## src/design/audio_port_pkg.sv

```systemverilog
package audio_port_pkg;

    // Word length selections; one-hot codes.
    typedef enum logic [2:0] {
        WIDTH_8 = 3'h1,
        WIDTH_16 = 3'h2,
        WIDTH_24 = 3'h4
    } word_width_t;

    // One sample word with its channel tag (high selects the right channel).
    typedef struct packed {
        logic right;
        logic [23:0] data;
    } sample_t;

    // Static configuration of the port.
    typedef struct packed {
        logic enable;
        logic initiator;
        logic stereo_mode;
        word_width_t width;
    } port_cfg_t;

    // Fractional divider setting: the bit clock toggles inc/modulus times per system clock.
    typedef struct packed {
        logic [15:0] inc;
        logic [15:0] modulus;
    } divider_t;

    localparam int unsigned SAMPLE_BITS = 24;
    localparam logic [4:0] BIT_IDLE = 5'h1F;
    localparam logic [4:0] BITS_8 = 5'h08;
    localparam logic [4:0] BITS_16 = 5'h10;
    localparam logic [4:0] BITS_24 = 5'h18;
    localparam logic [1:0] FILL_EMPTY = 2'h0;
    localparam logic [1:0] FILL_ONE = 2'h1;
    localparam logic [1:0] FILL_FULL = 2'h2;
    localparam logic [15:0] ACC_RESET = 16'h0000;
    localparam logic [23:0] SAMPLE_ZERO = 24'h000000;

    // Number of bits in one word for a width selection.
    function automatic logic [4:0] word_bits(input word_width_t w);
        case (w)
            WIDTH_8: word_bits = BITS_8;
            WIDTH_16: word_bits = BITS_16;
            default: word_bits = BITS_24;
        endcase
    endfunction

    // A word starts on any level change in stereo mode, on a rising pulse otherwise.
    function automatic logic frame_event(input logic stereo, input logic now, input logic prev);
        frame_event = stereo ? (now != prev) : (now & ~prev);
    endfunction

endpackage

```

## src/design/sample_buffer.sv

```systemverilog
`timescale 1ns/100ps
module sample_buffer import audio_port_pkg::*; (
    // Clock and reset.
    input wire logic clock,
    input wire logic rst_n,
    // Filling side.
    input wire logic in_valid,
    output logic in_ready,
    input wire sample_t in_data,
    // Draining side.
    output logic out_valid,
    input wire logic out_ready,
    output sample_t out_data
);

    logic [1:0] fill_r;
    logic [1:0] fill_nxt;
    sample_t tail_r;
    logic push;
    logic pop;

    assign push = in_valid & in_ready;
    assign pop = out_valid & out_ready;

    // Occupancy count after this cycle's push and pop.
    always_comb begin
        fill_nxt = fill_r;
        if (push && !pop) begin
            fill_nxt = fill_r + 2'h1;
        end else if (pop && !push) begin
            fill_nxt = fill_r - 2'h1;
        end
    end

    // Count and the registered flags, so both handshake outputs come from flip-flops.
    always_ff @(posedge clock) begin
        if (!rst_n) begin
            fill_r <= FILL_EMPTY;
            out_valid <= 1'b0;
            in_ready <= 1'b1;
        end else begin
            fill_r <= fill_nxt;
            out_valid <= (fill_nxt != FILL_EMPTY);
            in_ready <= (fill_nxt != FILL_FULL);
        end
    end

    // Head and tail entries; the head is always the oldest word.
    always_ff @(posedge clock) begin
        if (!rst_n) begin
            out_data <= '0;
            tail_r <= '0;
        end else begin
            if (fill_r == FILL_FULL && pop) begin
                out_data <= tail_r;
            end else if (push && (fill_r == FILL_EMPTY || (fill_r == FILL_ONE && pop))) begin
                out_data <= in_data;
            end else if (push) begin
                tail_r <= in_data;
            end
        end
    end
endmodule // sample_buffer

```

## src/design/audio_serial_port.sv

```systemverilog
`timescale 1ns/100ps
// Summary of operation
// Port uses bit clock, frame, data in/out.
// Bit clock driven as initiator, input as target.
// Frame signal driven as initiator, input as target.
// All port signals timed by the bit clock.
// Initiator bit clock from fractional system-clock divider.
// Target mode: outside party supplies bit clock.
// One transmit and one receive stream concurrently.
// Transmit on data out, receive on data in.
// Words shift most significant bit first.
// Word widths of 16 and 24 bits.
// 16-bit linear and 8-bit companded samples.
// Sample rates include 8 kHz and 16 kHz.
// Mono speech, or stereo audio offload.
// Frame events mark words; level selects channel.
module audio_serial_port import audio_port_pkg::*; (
    // Clock and reset.
    input wire logic clock,
    input wire logic rst_n,
    // Configuration.
    input wire port_cfg_t cfg,
    input wire divider_t divider,
    // Bit clock pin.
    input wire logic bit_clock_in,
    output logic bit_clock_out,
    output logic bit_clock_oe,
    // Frame pin (word select in stereo mode).
    input wire logic stereo_word_select_in,
    output logic stereo_word_select_out,
    output logic stereo_word_select_oe,
    // Serial data pins.
    input wire logic stereo_serial_in,
    output logic stereo_serial_out,
    // Transmit samples from the user.
    input wire logic tx_valid,
    output logic tx_ready,
    input wire sample_t tx_sample,
    // Received samples to the user.
    output logic rx_valid,
    input wire logic rx_ready,
    output sample_t rx_sample,
    // Status pulses.
    output logic tx_underrun,
    output logic rx_overrun
);

    logic [2:0] bclk_sync_r;
    logic [1:0] fs_sync_r;
    logic [1:0] sdi_sync_r;
    logic [15:0] acc_r;
    logic tick;
    logic [16:0] acc_sum;
    logic rise_ev;
    logic fall_ev;
    logic fs_now;
    logic fs_prev_r;
    logic pend_r;
    logic pend_right_r;
    logic [4:0] bit_r;
    logic [4:0] wbits;
    logic [SAMPLE_BITS-1:0] tx_shift_r;
    logic [SAMPLE_BITS-1:0] rx_shift_r;
    logic word_right_r;
    logic tx_take;
    sample_t tx_head;
    logic tx_head_valid;
    logic rx_push_r;
    sample_t rx_word_r;
    logic rx_buf_ready;

    assign wbits = word_bits(cfg.width);

    // Two-stage synchronisers; the third bit clock stage only feeds edge detection.
    always_ff @(posedge clock) begin
        if (!rst_n) begin
            bclk_sync_r <= 3'h0;
            fs_sync_r <= 2'h0;
            sdi_sync_r <= 2'h0;
        end else begin
            bclk_sync_r <= {bclk_sync_r[1:0], bit_clock_in};
            fs_sync_r <= {fs_sync_r[0], stereo_word_select_in};
            sdi_sync_r <= {sdi_sync_r[0], stereo_serial_in};
        end
    end

    // Fractional divider: the phase accumulator wraps at the modulus and each wrap toggles the clock.
    assign acc_sum = {1'b0, acc_r} + {1'b0, divider.inc};
    assign tick = cfg.enable && cfg.initiator && (acc_sum >= {1'b0, divider.modulus});

    always_ff @(posedge clock) begin
        if (!rst_n || !cfg.initiator) begin
            acc_r <= ACC_RESET;
        end else if (cfg.enable) begin
            acc_r <= tick ? 16'(acc_sum - {1'b0, divider.modulus}) : acc_sum[15:0];
        end
    end

    // Bit clock pin: driven only as initiator.
    always_ff @(posedge clock) begin
        if (!rst_n) begin
            bit_clock_out <= 1'b0;
            bit_clock_oe <= 1'b0;
        end else begin
            bit_clock_oe <= cfg.initiator;
            if (tick) begin
                bit_clock_out <= ~bit_clock_out;
            end
        end
    end

    // Bit clock edges, from the own divider or from the synchronised pin.
    assign rise_ev = cfg.initiator ? (tick && !bit_clock_out) :
        (cfg.enable && bclk_sync_r[1] && !bclk_sync_r[2]);
    assign fall_ev = cfg.initiator ? (tick && bit_clock_out) :
        (cfg.enable && !bclk_sync_r[1] && bclk_sync_r[2]);
    assign fs_now = cfg.initiator ? stereo_word_select_out : fs_sync_r[1];

    // Frame pin: as initiator it toggles (stereo) or pulses (mono) once all bits of a word are done.
    // A start that is already pending holds the pin in stereo and drives it low in mono, so one event never arms two word starts.
    always_ff @(posedge clock) begin
        if (!rst_n) begin
            stereo_word_select_out <= 1'b0;
            stereo_word_select_oe <= 1'b0;
        end else begin
            stereo_word_select_oe <= cfg.initiator;
            if (fall_ev && cfg.initiator) begin
                if (cfg.stereo_mode) begin
                    stereo_word_select_out <= (bit_r >= wbits && !pend_r) ? ~stereo_word_select_out
                        : stereo_word_select_out;
                end else begin
                    stereo_word_select_out <= (bit_r >= wbits && !pend_r);
                end
            end
        end
    end

    // Frame events seen on a rising edge arm a word start for the next falling edge.
    always_ff @(posedge clock) begin
        if (!rst_n) begin
            fs_prev_r <= 1'b0;
            pend_r <= 1'b0;
            pend_right_r <= 1'b0;
        end else if (rise_ev) begin
            fs_prev_r <= fs_now;
            if (frame_event(cfg.stereo_mode, fs_now, fs_prev_r)) begin
                pend_r <= 1'b1;
                pend_right_r <= cfg.stereo_mode & fs_now;
            end
        end else if (fall_ev && pend_r) begin
            pend_r <= 1'b0;
        end
    end

    // Transmit: load the next word at a word start, otherwise shift toward the top bit.
    assign tx_take = fall_ev && pend_r && tx_head_valid;

    always_ff @(posedge clock) begin
        if (!rst_n) begin
            tx_shift_r <= SAMPLE_ZERO;
            stereo_serial_out <= 1'b0;
            word_right_r <= 1'b0;
            tx_underrun <= 1'b0;
        end else begin
            tx_underrun <= fall_ev && pend_r && !tx_head_valid;
            if (fall_ev && pend_r) begin
                word_right_r <= pend_right_r;
                // Samples sit in the low bits; align the top bit of the word to the shifter's top.
                tx_shift_r <= tx_head_valid ? (tx_head.data << (5'(SAMPLE_BITS) - wbits)) : SAMPLE_ZERO;
                stereo_serial_out <= tx_head_valid ? tx_head.data[wbits - 5'h1] : 1'b0;
            end else if (fall_ev && bit_r < wbits && bit_r != 5'h0) begin
                tx_shift_r <= {tx_shift_r[SAMPLE_BITS-2:0], 1'b0};
                stereo_serial_out <= tx_shift_r[SAMPLE_BITS-2];
            end else if (fall_ev && bit_r >= wbits) begin
                stereo_serial_out <= 1'b0;
            end
        end
    end

    // Receive: sample on rising edges, top bit first, and hand over the word after its last bit.
    always_ff @(posedge clock) begin
        if (!rst_n) begin
            bit_r <= BIT_IDLE;
            rx_shift_r <= SAMPLE_ZERO;
            rx_push_r <= 1'b0;
            rx_word_r <= '0;
            rx_overrun <= 1'b0;
        end else begin
            rx_push_r <= 1'b0;
            rx_overrun <= 1'b0;
            if (fall_ev && pend_r) begin
                bit_r <= 5'h0;
                rx_shift_r <= SAMPLE_ZERO;
            end else if (rise_ev && bit_r < wbits) begin
                rx_shift_r <= {rx_shift_r[SAMPLE_BITS-2:0], sdi_sync_r[1]};
                bit_r <= bit_r + 5'h1;
                if (bit_r == wbits - 5'h1) begin
                    rx_push_r <= rx_buf_ready;
                    rx_overrun <= !rx_buf_ready;
                    rx_word_r <= '{right: word_right_r, data: {rx_shift_r[SAMPLE_BITS-2:0], sdi_sync_r[1]}};
                end
            end
        end
    end

    // Transmit path buffer; the user stalls on tx_ready when it holds two words.
    sample_buffer tx_buf (
        .clock(clock),
        .rst_n(rst_n),
        .in_valid(tx_valid),
        .in_ready(tx_ready),
        .in_data(tx_sample),
        .out_valid(tx_head_valid),
        .out_ready(tx_take),
        .out_data(tx_head)
    );

    // Receive path buffer; a stalled user fills it and then words are counted as overruns.
    sample_buffer rx_buf (
        .clock(clock),
        .rst_n(rst_n),
        .in_valid(rx_push_r),
        .in_ready(rx_buf_ready),
        .in_data(rx_word_r),
        .out_valid(rx_valid),
        .out_ready(rx_ready),
        .out_data(rx_sample)
    );
endmodule // audio_serial_port

```

## config.mk

```make
export PLATFORM = sky130hd
export DESIGN_NAME = audio_serial_port
export DESIGN_NICKNAME = d
export VERILOG_FILES = /design/src/design/audio_port_pkg.sv /design/src/design/sample_buffer.sv /design/src/design/audio_serial_port.sv
export SDC_FILE = /design/constraint.sdc
export NUM_CORES = 1
export LEC_CHECK = 0
export BUFFER_PORTS_ARGS = -buffer_cell sky130_fd_sc_hd__buf_2
export CORE_ASPECT_RATIO = 0.5
export CORE_MARGIN = 1.5
export CORE_UTILIZATION = 50
export DETAILED_ROUTE_END_ITERATION = 12
export PLACE_DENSITY = 0.69
export SLEW_MARGIN = 20
export SYNTH_ARGS = -nofsm -noshare
export SYNTH_HDL_FRONTEND = slang
export SYNTH_HIERARCHICAL = 1
export SYNTH_SLANG_ARGS = --single-unit
```

## constraint.sdc

```tcl
create_clock -name clock -period 6.3 [get_ports clock]
set_input_delay 0.315 -clock clock [delete_from_list [all_inputs] [get_ports clock]]
set_output_delay 0.315 -clock clock [all_outputs]
set_load 0.03 [all_outputs]
```

# After elaboration in Yosys (flattened, before gate mapping)
# Index checks and enable logic that the tools add are counted.
dict set report word_totals {
  in_bits 70
  reg_bits 216
  word_cells 166
  output_inout_bits 34
}
dict set report classes {
  n_reduce_logical 61
  mux 30
  bitwise_logic 17
  add_sub_neg 9
  order_cmp 4
  eq_ne 12
  n_shift 1
}
# cell n
set ops {}
lappend ops {{two-way mux 23 bit} 3}
lappend ops {{two-way mux 25 bit} 2}
lappend ops {{two-way mux 24 bit} 2}
lappend ops {{logical AND 1 bit} 27}
lappend ops {{left shift 24 x 5 -> 23 bit} 1}
lappend ops {{adder 16 x 16 -> 17 bit} 1}
lappend ops {{>= comparator 17 x 16 -> 1 bit} 1}
lappend ops {{two-way mux 16 bit} 1}
lappend ops {{subtractor 16 bit} 1}
lappend ops {{two-way mux 1 bit} 14}
lappend ops {{nonzero test 2 bit} 7}
lappend ops {{logical NOT 1 bit} 12}
lappend ops {{inverter 1 bit} 11}
lappend ops {{two-way mux 5 bit} 2}
lappend ops {{case mux 5 bit (2 select lines)} 1}
lappend ops {{AND reduction 3 bit} 3}
lappend ops {{two-way mux 2 bit} 4}
lappend ops {{AND 1 bit} 6}
lappend ops {{less-than comparator 5 x 6 -> 1 bit (second input constant)} 1}
lappend ops {{AND reduction 2 bit} 3}
lappend ops {{adder 5 x 1 -> 5 bit (second input constant)} 1}
lappend ops {{binary-select mux 1 bit (select 5 bit)} 1}
lappend ops {{== test 5 bit} 1}
lappend ops {{>= comparator 5 bit} 1}
lappend ops {{18 further kinds} 27}

# Longest topological paths before layout
# Gate-level depths: netlist (run 1).
dict set report logic_depth {
  word_depth 13
  mapped_depth 21
  depth_no_buf 19
}

# By module
# The synthesis (run 1) kept the hierarchy.
# module seq_area_each_um2 area_each_um2 cells_each n_inst
set modules_own_cells {}
lappend modules_own_cells {audio_serial_port 2202.1 6633.9 818 1}
lappend modules_own_cells {{sample_buffer at rx_buf} 1081.0 2488.6 253 1}
lappend modules_own_cells {{sample_buffer at tx_buf} 1081.0 2189.6 252 1}

# Worst setup path after synthesis (run 1)
# Ideal clock, no wire load.
dict set report synth_path {
  path_type {input-to-reg}
  startpoint {input divider[16] (netlist bit)}
  endpoint {register tx_buf.out_valid}
  required_time_ps 6181
  setup_time_ps 119
  stages 19
  arrival_time_ps 4514
  path_buffers 1
  slack_ps 1667
  path_cell_list {ha_1 -> fa_1 -> a211oi_2 -> o21ai_2 -> a311oi_1 -> o31ai_1 -> xor2_1 -> ha_1 -> a21o_1 -> a211oi_1 -> and3_1 -> o221ai_2 -> a211o_1 -> buf_2 -> and3_1 -> nand2_1 -> nor2_1 -> or3_1 -> o221a_1}
}
dict set report synth_between {
  elab_chain_cells 12
  elab_cells_between_ends 14
  classes_between {add/sub (1); order compare (1); mux (3); bitwise (1); reduce/logical (8)}
}
# item line_no
set synth_lines {}
lappend synth_lines {{start: declaration} audio_serial_port.sv:23} ;# input wire divider_t divider,
lappend synth_lines {{adder 16 x 16 -> 17 bit (*)} audio_serial_port.sv:88} ;# assign acc_sum = {1'b0, acc_r} + {1'b0, divider.inc};
lappend synth_lines {{>= comparator 17 x 16 -> 1 bit (*)} audio_serial_port.sv:89} ;# assign tick = cfg.enable && cfg.initiator && (acc_sum >= {1'b0, divider.modulus});
lappend synth_lines {{logical AND 1 bit (*)} audio_serial_port.sv:89}
lappend synth_lines {{logical AND 1 bit (*)} audio_serial_port.sv:115} ;# assign fall_ev = cfg.initiator ? (tick && bit_clock_out) :
lappend synth_lines {{two-way mux 1 bit (*)} audio_serial_port.sv:115}
lappend synth_lines {{logical AND 1 bit (*) (2 in series)} audio_serial_port.sv:156} ;# assign tx_take = fall_ev && pend_r && tx_head_valid;
lappend synth_lines {{named net tx_take} audio_serial_port.sv:65} ;# logic tx_take;
lappend synth_lines {{AND 1 bit (*)} sample_buffer.sv:23} ;# assign pop = out_valid & out_ready;
lappend synth_lines {{logical AND 1 bit or logical NOT 1 bit (tied branches)} {sample_buffer.sv:30, sample_buffer.sv:28}}
lappend synth_lines {{two-way mux 2 bit or logical AND 1 bit (tied branches)} {sample_buffer.sv:30, sample_buffer.sv:28}}
lappend synth_lines {{two-way mux 2 bit (*)} sample_buffer.sv:28} ;# if (push && !pop) begin
lappend synth_lines {{nonzero test 2 bit (*)} sample_buffer.sv:43} ;# out_valid <= (fill_nxt != FILL_EMPTY);
lappend synth_lines {{end signal: assignment} sample_buffer.sv:43}
lappend synth_lines {{end: declaration} sample_buffer.sv:11} ;# output logic out_valid,
# The timed path passes the listed nets; every way through them passes the cells marked *.
# A chain may end at the register's enable or synchronous reset.

# Worst setup path after layout (run 1)
dict set report layout_path {
  startpoint {register acc_r[0]}
  endpoint {register tx_buf.out_valid}
}
dict set report layout_between {
  elab_chain_cells 12
  elab_cells_between_ends 14
  classes_between {add/sub (1); order compare (1); mux (3); bitwise (1); reduce/logical (8)}
}
# item line_no
set layout_lines {}
lappend layout_lines {{start: declaration} audio_serial_port.sv:51} ;# logic [15:0] acc_r;
lappend layout_lines {{start signal: assignment} audio_serial_port.sv:95} ;# acc_r <= tick ? 16'(acc_sum - {1'b0, divider.modulus}) : acc_sum[15:0];
lappend layout_lines {{adder 16 x 16 -> 17 bit (*)} audio_serial_port.sv:88}
lappend layout_lines {{>= comparator 17 x 16 -> 1 bit (*)} audio_serial_port.sv:89}
lappend layout_lines {{logical AND 1 bit (*)} audio_serial_port.sv:89}
lappend layout_lines {{logical AND 1 bit (*)} audio_serial_port.sv:115}
lappend layout_lines {{two-way mux 1 bit (*)} audio_serial_port.sv:115}
lappend layout_lines {{logical AND 1 bit (*) (2 in series)} audio_serial_port.sv:156}
lappend layout_lines {{named net tx_take} audio_serial_port.sv:65}
lappend layout_lines {{AND 1 bit (*)} sample_buffer.sv:23}
lappend layout_lines {{logical AND 1 bit or logical NOT 1 bit (tied branches)} {sample_buffer.sv:30, sample_buffer.sv:28}}
lappend layout_lines {{two-way mux 2 bit or logical AND 1 bit (tied branches)} {sample_buffer.sv:30, sample_buffer.sv:28}}
lappend layout_lines {{two-way mux 2 bit (*)} sample_buffer.sv:28}
lappend layout_lines {{nonzero test 2 bit (*)} sample_buffer.sv:43}
# Marked as above.

==> impl_metrics.tcl, run 1 <==
set metrics [dict create \
    numPortBuffers 102 \
    drtAntennaViolNets 0 \
    slew_headroom 0.320 \
    vias 9876 \
    min_path_type "in2reg" \
    grt_use_total 0.228 \
    fin_setup_tns_ps 0 \
    final_cell_area_um2 12500 \
    period_share 0.828 \
    cts_setup_buffers 0 \
    fin_nets 1490 \
    syn_nets 1432 \
    root_buffer "clkbuf_16" \
    outcome "completed" \
    wl_per_cell_um 16.1 \
    dieArea_um2 23400 \
    layout-drive-gt1-share 0.171 \
    grt.overflow.total 0 \
    skew_ps 19.6 \
    synth_area_per_cell_um2 8.55 \
    drt-initial-drc-count 879 \
    wirelength_mm 27.2 \
    finalPower_mw 3.36 \
    fmax_ghz 0.192 \
    synth_area_um2 11200 \
    via_per_inst 5.85 \
    grt_pass1_wl_mm 44.9 \
    synthCells 1315 \
    die_height_um 109 \
    worst_pin_slew_ps 1020 \
    power_leakage_nw 4.77 \
    drc_errors 0 \
    end_kind "flop" \
    crit_fanout 9 \
    ctsHoldBuffers 0 \
    grt_pass1_vias 9073 \
    path_clk_slew_ps 70 \
    ctsResizeCount 0 \
    rsz0062_at_grt "false" \
    cts_buffer_depth 3 \
    dpl-instance-area_um2 11800 \
    die_w_um 215 \
    cts_made_buffers 21 \
    antenna_found_initial 0 \
    worstSetupStartpointType "flop" \
    crit_required_ps 6690 \
    htree_levels 1 \
    cts_tree "built" \
    hold_violations 0 \
    setup_viol 0 \
    max_cap_violations 0 \
    place.gp.congestion 0.872 \
    power_density_nw_per_um2 269 \
    cts.sinks 216 \
    fin_crit_ps 5210 \
    dp_hpwl_mm 18.2 \
    maxSlewViolCount 0 \
    diodes 0 \
    coreArea_um2 21900 \
    firstDrtPassIters 6 \
    rows 38 \
    initial_core_util 0.514 \
    syn2layout_area_growth_pct 11.2 \
    crit_arrival_ps 5610 \
    grt_max_degree 84 \
    critPathKind "reg2reg" \
    clock_latency_ps 500 \
    io_pins 104 \
    vdd_drop_max_mv 0.218 \
    yosys_warnings 6 \
]
==> per-layer routing <==
| metal | wire length (um) | track usage | up-vias | part of all wire |
|---|---|---|---|---|
| li1 | - | - | 4848 | - |
| met1 | 13400 | 0.331 | 4709 | 0.49 |
| met2 | 11900 | 0.366 | 282 | 0.44 |
| met3 | 1540 | 0.0324 | 37 | 0.057 |
| met4 | 311 | 0.0350 | 0 | 0.011 |
| met5 | 0 | 0 | - | 0 |
==> path summary, 6_finish.rpt <==
path | end | slack, ps | cells after the start | startpoint
min reg2reg | fs_sync_r[1]$_SDFF_PN0_ | 440 | 1 | fs_sync_r[0]$_SDFF_PN0_
min | fs_sync_r[0]$_SDFF_PN0_ | 20 | 2 | stereo_word_select_in
max reg2reg | tx_buf/out_valid$_SDFF_PN0_ | 1090 | 18 | acc_r[0]$_SDFFE_PP0P_
max | tx_buf/out_valid$_SDFF_PN0_ | 1090 | 18 | acc_r[0]$_SDFFE_PP0P_
==> metrics by stage <==
stage | util | hold WS (ps) | setup WS [ps] | std cells
final | 0.572 | 22.1 | 1090 | 1688
after global routing | 0.572 | 13.6 | 701 | 1688
after CTS | 0.572 | 8.52 | 1140 | 1688
after detailed placement | 0.541 | 421 | 1030 | 1650
after global placement | 0.541 | 418 | 1110 | 1649
after floorplan | - | 395 | 1670 | 1315
==> flip-flops by register name, indices dropped and copies added, names as in the netlist, 2 cells and up <==
name / flops
acc_r: 16
rx_buf/out_data: 25
bit_r: 5
tx_buf/out_data: 24
rx_buf/tail_r: 25
sdi_sync_r: 2
fs_sync_r: 2
tx_shift_r: 23
tx_buf/tail_r: 24
rx_shift_r: 23
tx_buf/fill_r: 2
rx_word_r: 25
rx_buf/fill_r: 2
bclk_sync_r: 3
==> area by class of cell <==
cell class              count  area, um^2
flip-flops and latches    216        4320
fillers                  1990        9370
repair buffers            119         654
inverters                  44         165
well taps                 300         375
multi-input cells         971        6320
clock buffers              33         621
clock inverters             5        37.5
==> placed cells by master (no fill, tap or decap), drive strengths merged, types with 16 or more instances in the layout <==
cell type  instances
ha                45
inv               44
and2              19
buf              119
nand3             44
o21ai            145
xnor2             16
dfxtp            216
clkbuf            33
nand2            195
a21oi            119
nor3              19
nor2              45
a21boi            29
mux2i             73
nand4             40
==> power breakdown <==
part           leakage (nW)  switching [mW]  internal, mW
Combinational          2.71           0.426         0.261
Sequential             1.75          0.0458          1.42
Clock                 0.316           0.532         0.681
==> critical path: stages (launching register included) <==
cell and delay [ps]:
dfxtp_1 310, ha_1 220, fa_1 440, a211oi_2 270, o21ai_2 140, a311oi_1 410, o31ai_1 180, xor2_1 240
ha_1 310, a21o_1 210, a211oi_1 240, and3_1 230, o221ai_2 260, a211o_1 420, and3_1 270, nand2_1 250
nor2_1 130, or3_1 340, o221a_1 240
Note: power is estimated with default switching activity, not from simulation.
==> inputs of run 2 (changes only) <==
Settings changed: PLACE_DENSITY 0.69 to 0.72.
Clock period 6.3 ns to 4.2 ns, I/O delays scaled along.
==> run 2 against run 1 <==
  * Wire length rose by 19%
  * First-iteration DRC count rose by 15%
  * Cell area grew 15%
  * Core utilization increased by 8.4 points
  * Critical endpoint is now tx_buf/tail_r[7]$_SDFFE_PN0P_
  * Combinational power grew 100%
  * Global-route usage increased by 2.0 points
  * Clock power increased by 62%
  * Total power up 66%
  * The run now ends with setup timing left
  * Clock skew decreased by 2.9 ps
  * Worst hold slack improved by 61 ps
  * Die area unchanged
==> impl_metrics.tcl, run 2 (synthesis results as in run 1) <==
set metrics [dict create \
    htree_levels 1 \
    outcome "finished with violations" \
    routed-wl-met3_mm 2.04 \
    syn2layout_area_growth_pct 27.5 \
    timing.final.ws_setup_ps -316 \
    fill_cells 1754 \
    place.gp.congestion 0.881 \
    final_cell_area_um2 14300 \
    path_cells "ha_4, fa_2, a211oi_4, o21ai_2, a311oi_2, o31ai_2, xor2_1, ha_1, a21o_1, a211oi_2, and3_1, o221ai_4, a211o_4, and3_4, o211ai_1, nor3b_4, buf_6, buf_12, nand2_1, a21oi_2" \
    fmax_ghz 0.221 \
    rows 38 \
    drc_errors 0 \
    crit_fanout 12 \
    critPathKind "reg2reg" \
    grt_max_degree 50 \
    end_kind "flop" \
    wl_met2_mm 15.0 \
    power_leakage_nw 5.60 \
    dp_hpwl_mm 19.6 \
    clock_latency_ps 530 \
    cts.sinks 216 \
    slew_headroom 0.455 \
    grt_pass1_wl_mm 48.2 \
    wl_per_cell_um 17.8 \
    met1_length_mm 14.6 \
    p_comb_frac 0.252 \
    fin_crit_ps 4520 \
    top_regs "rx_buf/out_data x25, rx_buf/tail_r x25, rx_word_r x25" \
    worstSetupStartpointType "flop" \
    numPortBuffers 102 \
    grt_use_total 0.247 \
    failed_checks "setup timing" \
    reg2reg_slack_ps -320 \
    maxSlewViolCount 0 \
    dieArea_um2 23400 \
    p_int_mw 3.90 \
    dpl-instance-area_um2 12400 \
    cp_slowest_cell "fa_2" \
    path_clk_slew_ps 70 \
    crit_required_ps 4650 \
    drtAntennaViolNets 0 \
    wirelength_mm 32.3 \
    cts_made_buffers 21 \
    vdd_drop_max_mv 0.339 \
    period_share 1.08 \
    fin_nets 1612 \
    power_density_nw_per_um2 389 \
    fin_setup_tns_ps -17000 \
    via_per_inst 5.92 \
    slowest_delay_ps 410 \
    antenna_found_initial 0 \
    layout_common_cells "dfxtp_1, nand2_1, buf_2, a21oi_1, mux2i_1" \
    firstDrtPassIters 5 \
    p_clk_frac 0.352 \
    worst_pin_slew_ps 817 \
    min_path_type "in2reg" \
    coreArea_um2 21900 \
    diodes 0 \
    setup_viol 104 \
    cts_buffer_depth 3 \
    grt_pass1_vias 9739 \
    layout-drive-gt1-share 0.258 \
    skew_ps 16.7 \
    rsz0062_at_grt "true" \
    grt.overflow.total 0 \
    seq_power_share 0.396 \
    maxUsedRoutingLayer "met4" \
    swShare 0.300 \
    io_pins 104 \
    p_switching_mw 1.67 \
    die_w_um 215 \
    die_height_um 109 \
    hold_violations 0 \
    vias 10700 \
    cts_tree "built" \
    drt-initial-drc-count 1008 \
    final_common_cell "dfxtp_1" \
    root_buffer "clkbuf_16" \
    max_cap_violations 0 \
    initial_core_util 0.514 \
    crit_arrival_ps 4960 \
]
-- run 2: cell type report --
type | count | area, um^2 | share of cell area
Clock buffer | 30 | 609 | 0.0425
Clock inverter | 7 | 92.6 | 0.00646
Inverter | 44 | 165 | 0.0115
Multi-Input combinational cell | 971 | 6680 | 0.466
Sequential cell | 216 | 4330 | 0.302
Tap cell | 300 | 375 | 0.0262
Timing Repair Buffer | 241 | 2080 | 0.145
-- run 2: routing by layer --
layer,up-vias,global-route usage
li1,5105,-
met1,5165,0.336
met4,0,0.0485
met3,46,0.0379
met5,-,0
met2,400,0.422
-- run 2: timing repair --
item / CTS / global route
setup buffers: 5 / 19
hold endpoints to repair: 44 / 0
setup endpoints to repair: 64 / 152
resized for setup: 13 / 90
gates cloned: 2 / 20
pin swaps: 8 / 41
hold buffers: 28 / 0
-- run 2: per-stage QoR --
stage / hold WS [ps] / utilization / instances / worst slack [ps] / power (mW)
3_5_place_dp: 422 / 0.568 / 1700 / -326 / 3.38
2_1_floorplan: 290 / - / 1315 / -199 / 3.04
5_1_grt: 111 / 0.655 / 1809 / -510 / 5.78
4_1_cts: 58.8 / 0.620 / 1772 / -137 / 5.40
6_report: 82.7 / 0.655 / 1809 / -316 / 5.57
3_3_place_gp: 423 / 0.568 / 1700 / -229 / 3.34
-- run 2: path summary, 6_finish.rpt --
path | startpoint | to | depth (start not counted)
hold reg to reg | tx_buf/tail_r[21]$_SDFFE_PN0P_ | tx_buf/out_data[21]$_SDFFE_PN0P_ | 2
setup reg to reg | acc_r[0]$_SDFFE_PP0P_ | tx_buf/tail_r[7]$_SDFFE_PN0P_ | 20
hold / removal | cfg[4] | acc_r[7]$_SDFFE_PP0P_ | 3
setup / recovery | acc_r[0]$_SDFFE_PP0P_ | tx_buf/tail_r[7]$_SDFFE_PN0P_ | 20
-- run 2: critical path, delay by kind of cell (launching register included) --
family | cells | cell delay, ps
AO/OA/AOI/OAI | 10 | 1930
XOR/XNOR | 1 | 170
adder cells (fa/ha/maj) | 3 | 900
buffers and inverters | 2 | 320
flip-flops | 1 | 330
AND/OR/NAND/NOR | 4 | 780
-- run 2: power groups by stage --
stage / registers (mW) / logic (mW) / clock network (mW)
detailed placement: 2.24 / 1.14 / 0
global placement: 2.24 / 1.10 / 0
global route: 2.21 / 1.51 / 2.06
CTS: 2.20 / 1.21 / 1.99
finish: 2.21 / 1.40 / 1.96
floorplan: 2.23 / 0.807 / 0
==> inputs of run 3 (changes only) <==
--- a/config.mk
+++ b/config.mk
@@ -10,5 +10,5 @@
 export CORE_MARGIN = 1.5
-export CORE_UTILIZATION = 50
+export CORE_UTILIZATION = 34
+export CTS_CLUSTER_DIAMETER = 200
 export DETAILED_ROUTE_END_ITERATION = 12
-export PLACE_DENSITY = 0.72
 export SLEW_MARGIN = 20
==> constraint.sdc (replaced) <==
create_clock -name clock -period 4.2 [get_ports clock]
set_input_delay 0.63 -clock clock [delete_from_list [all_inputs] [get_ports clock]]
set_output_delay 0.63 -clock clock [all_outputs]
set_load 0.03 [all_outputs]
==> run 3 against run 2 <==
  * The run still ends with setup timing left
  * Fmax down 1.6%
  * Clock skew up 4.0 ps
  * Register-to-register slack worse by 70 ps
  * Via count down 3.4%
  * Global-route usage down 7.2 points
  * Critical path type unchanged
  * Highest routed layer unchanged
==> impl_metrics.tcl, run 3 (synthesis results as in run 1) <==
set metrics [dict create \
    grt_max_degree 46 \
    clock_latency_ps 530 \
    cts_tree "built" \
    hold_violations 0 \
    drt-initial-drc-count 794 \
    cts.sinks 216 \
    initial_core_util 0.350 \
    htree_levels 1 \
    cts_made_buffers 22 \
    ctsHoldBuffers 0 \
    fin_nets 1642 \
    io_pins 104 \
    grt_use_total 0.175 \
    timing.final.ws_setup_ps -388 \
    crit_arrival_ps 5050 \
    skew_ps 20.7 \
    syn2layout_area_growth_pct 33.6 \
    max_cap_violations 0 \
    power_density_nw_per_um2 388 \
    fin_crit_ps 4590 \
    dp_hpwl_mm 20.6 \
    failed_checks "setup timing" \
    layout-drive-gt1-share 0.328 \
    period_share 1.09 \
    maxSlewViolCount 0 \
    whs_ps 309 \
    worstSetupStartpointType "flop" \
    critPathKind "reg2reg" \
    grt_pass1_wl_mm 50.0 \
    drtAntennaViolNets 0 \
    coreArea_um2 32100 \
    path_cells "ha_4, fa_2, a211oi_4, o21ai_2, a311oi_2, o31ai_2, xor2_1, ha_1, a21o_1, a211oi_2, and3_4, o221ai_4, a211o_4, and3_4, buf_6, o211ai_1, nor3b_4, buf_12, buf_12, nand2_1, a21oi_2" \
    grt.overflow.total 0 \
    slew_headroom 0.0623 \
    layout_common_cells "dfxtp_1, nand2_1, buf_4, buf_2, a21oi_1" \
    grt_pass1_vias 9361 \
    rsz0062_at_grt "true" \
    slowest_delay_ps 390 \
    end_kind "flop" \
    place.gp.congestion 0.823 \
    root_buffer "clkbuf_16" \
    outcome "finished with violations" \
    crit_fanout 12 \
    via_per_inst 5.24 \
    die_w_um 260 \
    top_regs "rx_buf/out_data x25, rx_buf/tail_r x25, rx_word_r x25" \
    dieArea_um2 34200 \
    worst_pin_slew_ps 1410 \
    firstDrtPassIters 5 \
    path_clk_slew_ps 70 \
    power_leakage_nw 5.86 \
    drc_errors 0 \
    antenna_found_initial 1 \
    crit_required_ps 4660 \
    final_common_cell "dfxtp_1" \
    cp_slowest_cell "fa_2" \
    rows 46 \
    die_height_um 132 \
    dp_worst_setup_slack_ps -1110 \
    setup_viol 68 \
    vdd_drop_max_mv 0.249 \
    vias 10400 \
    numPortBuffers 102 \
    wirelength_mm 32.2 \
    min_path_type "in2reg" \
    cts_buffer_depth 3 \
    wl_per_cell_um 16.3 \
    fmax_ghz 0.218 \
]
[run 3: cell count changes in the layout (fill, tap and decap cells not counted), moves of 3 or more]
cell	change
a21oi_1	+5
a21oi_2	-6
buf_12	+4
buf_4	+48
buf_6	+4
clkbuf_8	-3
dlygate4sd3_1	-28
o21ai_0	-36
o21ai_1	-17
o21ai_2	+51
[run 3: final cells by class]
class | count | area (um^2)
well taps | 432 | 541
diodes | 1 | 2.50
fillers | 3103 | 17100
clock inverters | 13 | 173
repair buffers | 268 | 2250
clock buffers | 27 | 589
flip-flops and latches | 216 | 4330
inverters | 44 | 165
multi-input cells | 973 | 6960
[run 3: final timing paths]
check	slack, ps	endpoint	startpoint	depth (start not counted)
hold / removal	310	sdi_sync_r[0]$_SDFF_PN0_	stereo_serial_in	2
setup reg to reg	-390	tx_buf/tail_r[11]$_SDFFE_PN0P_	acc_r[0]$_SDFFE_PP0P_	21
setup / recovery	-390	tx_buf/tail_r[11]$_SDFFE_PN0P_	acc_r[0]$_SDFFE_PP0P_	21
hold reg to reg	430	bclk_sync_r[1]$_SDFF_PN0_	bclk_sync_r[0]$_SDFF_PN0_	1
[run 3: per-layer routing]
layer	track usage	part of all wire
met1	0.255	0.49
met2	0.272	0.45
met3	0.0289	0.040
met4	0.0328	0.015
met5	0	0
[run 3: stage by stage]
step / power, mW / TNS [ps] / util / instances / area [um^2]
5_1_grt: 6.11 / -37720 / 0.467 / 1973 / 15000
3_3_place_gp: 3.46 / -82790 / 0.403 / 1885 / 12900
3_5_place_dp: 3.47 / -94110 / 0.403 / 1885 / 12900
6_report: 5.82 / -16840 / 0.467 / 1974 / 15000
2_1_floorplan: 3.03 / -24190 / - / 1315 / 11300
4_1_cts: 5.69 / -9660 / 0.437 / 1945 / 14000
[run 3: power breakdown]
group	switching [mW]	internal, mW
registers	0.0746	2.13
logic	0.801	0.702
clock network	0.912	1.21
[run 3: what timing repair did]
action | CTS | global route
pin swaps | 24 | 103
setup buffers | 18 | 21
gates cloned | 3 | 11
endpoints found under the setup margin | 127 | 129
resized for setup | 30 | 194
[run 3: worst max-delay path: cells and delay by family, from the launching register on]
kind | cells | cell delay [ps]
flops | 1 | 330
simple gates | 4 | 780
compound gates | 10 | 1950
xor+xnor | 1 | 170
fa+ha+maj | 3 | 890
buf+inv | 3 | 400
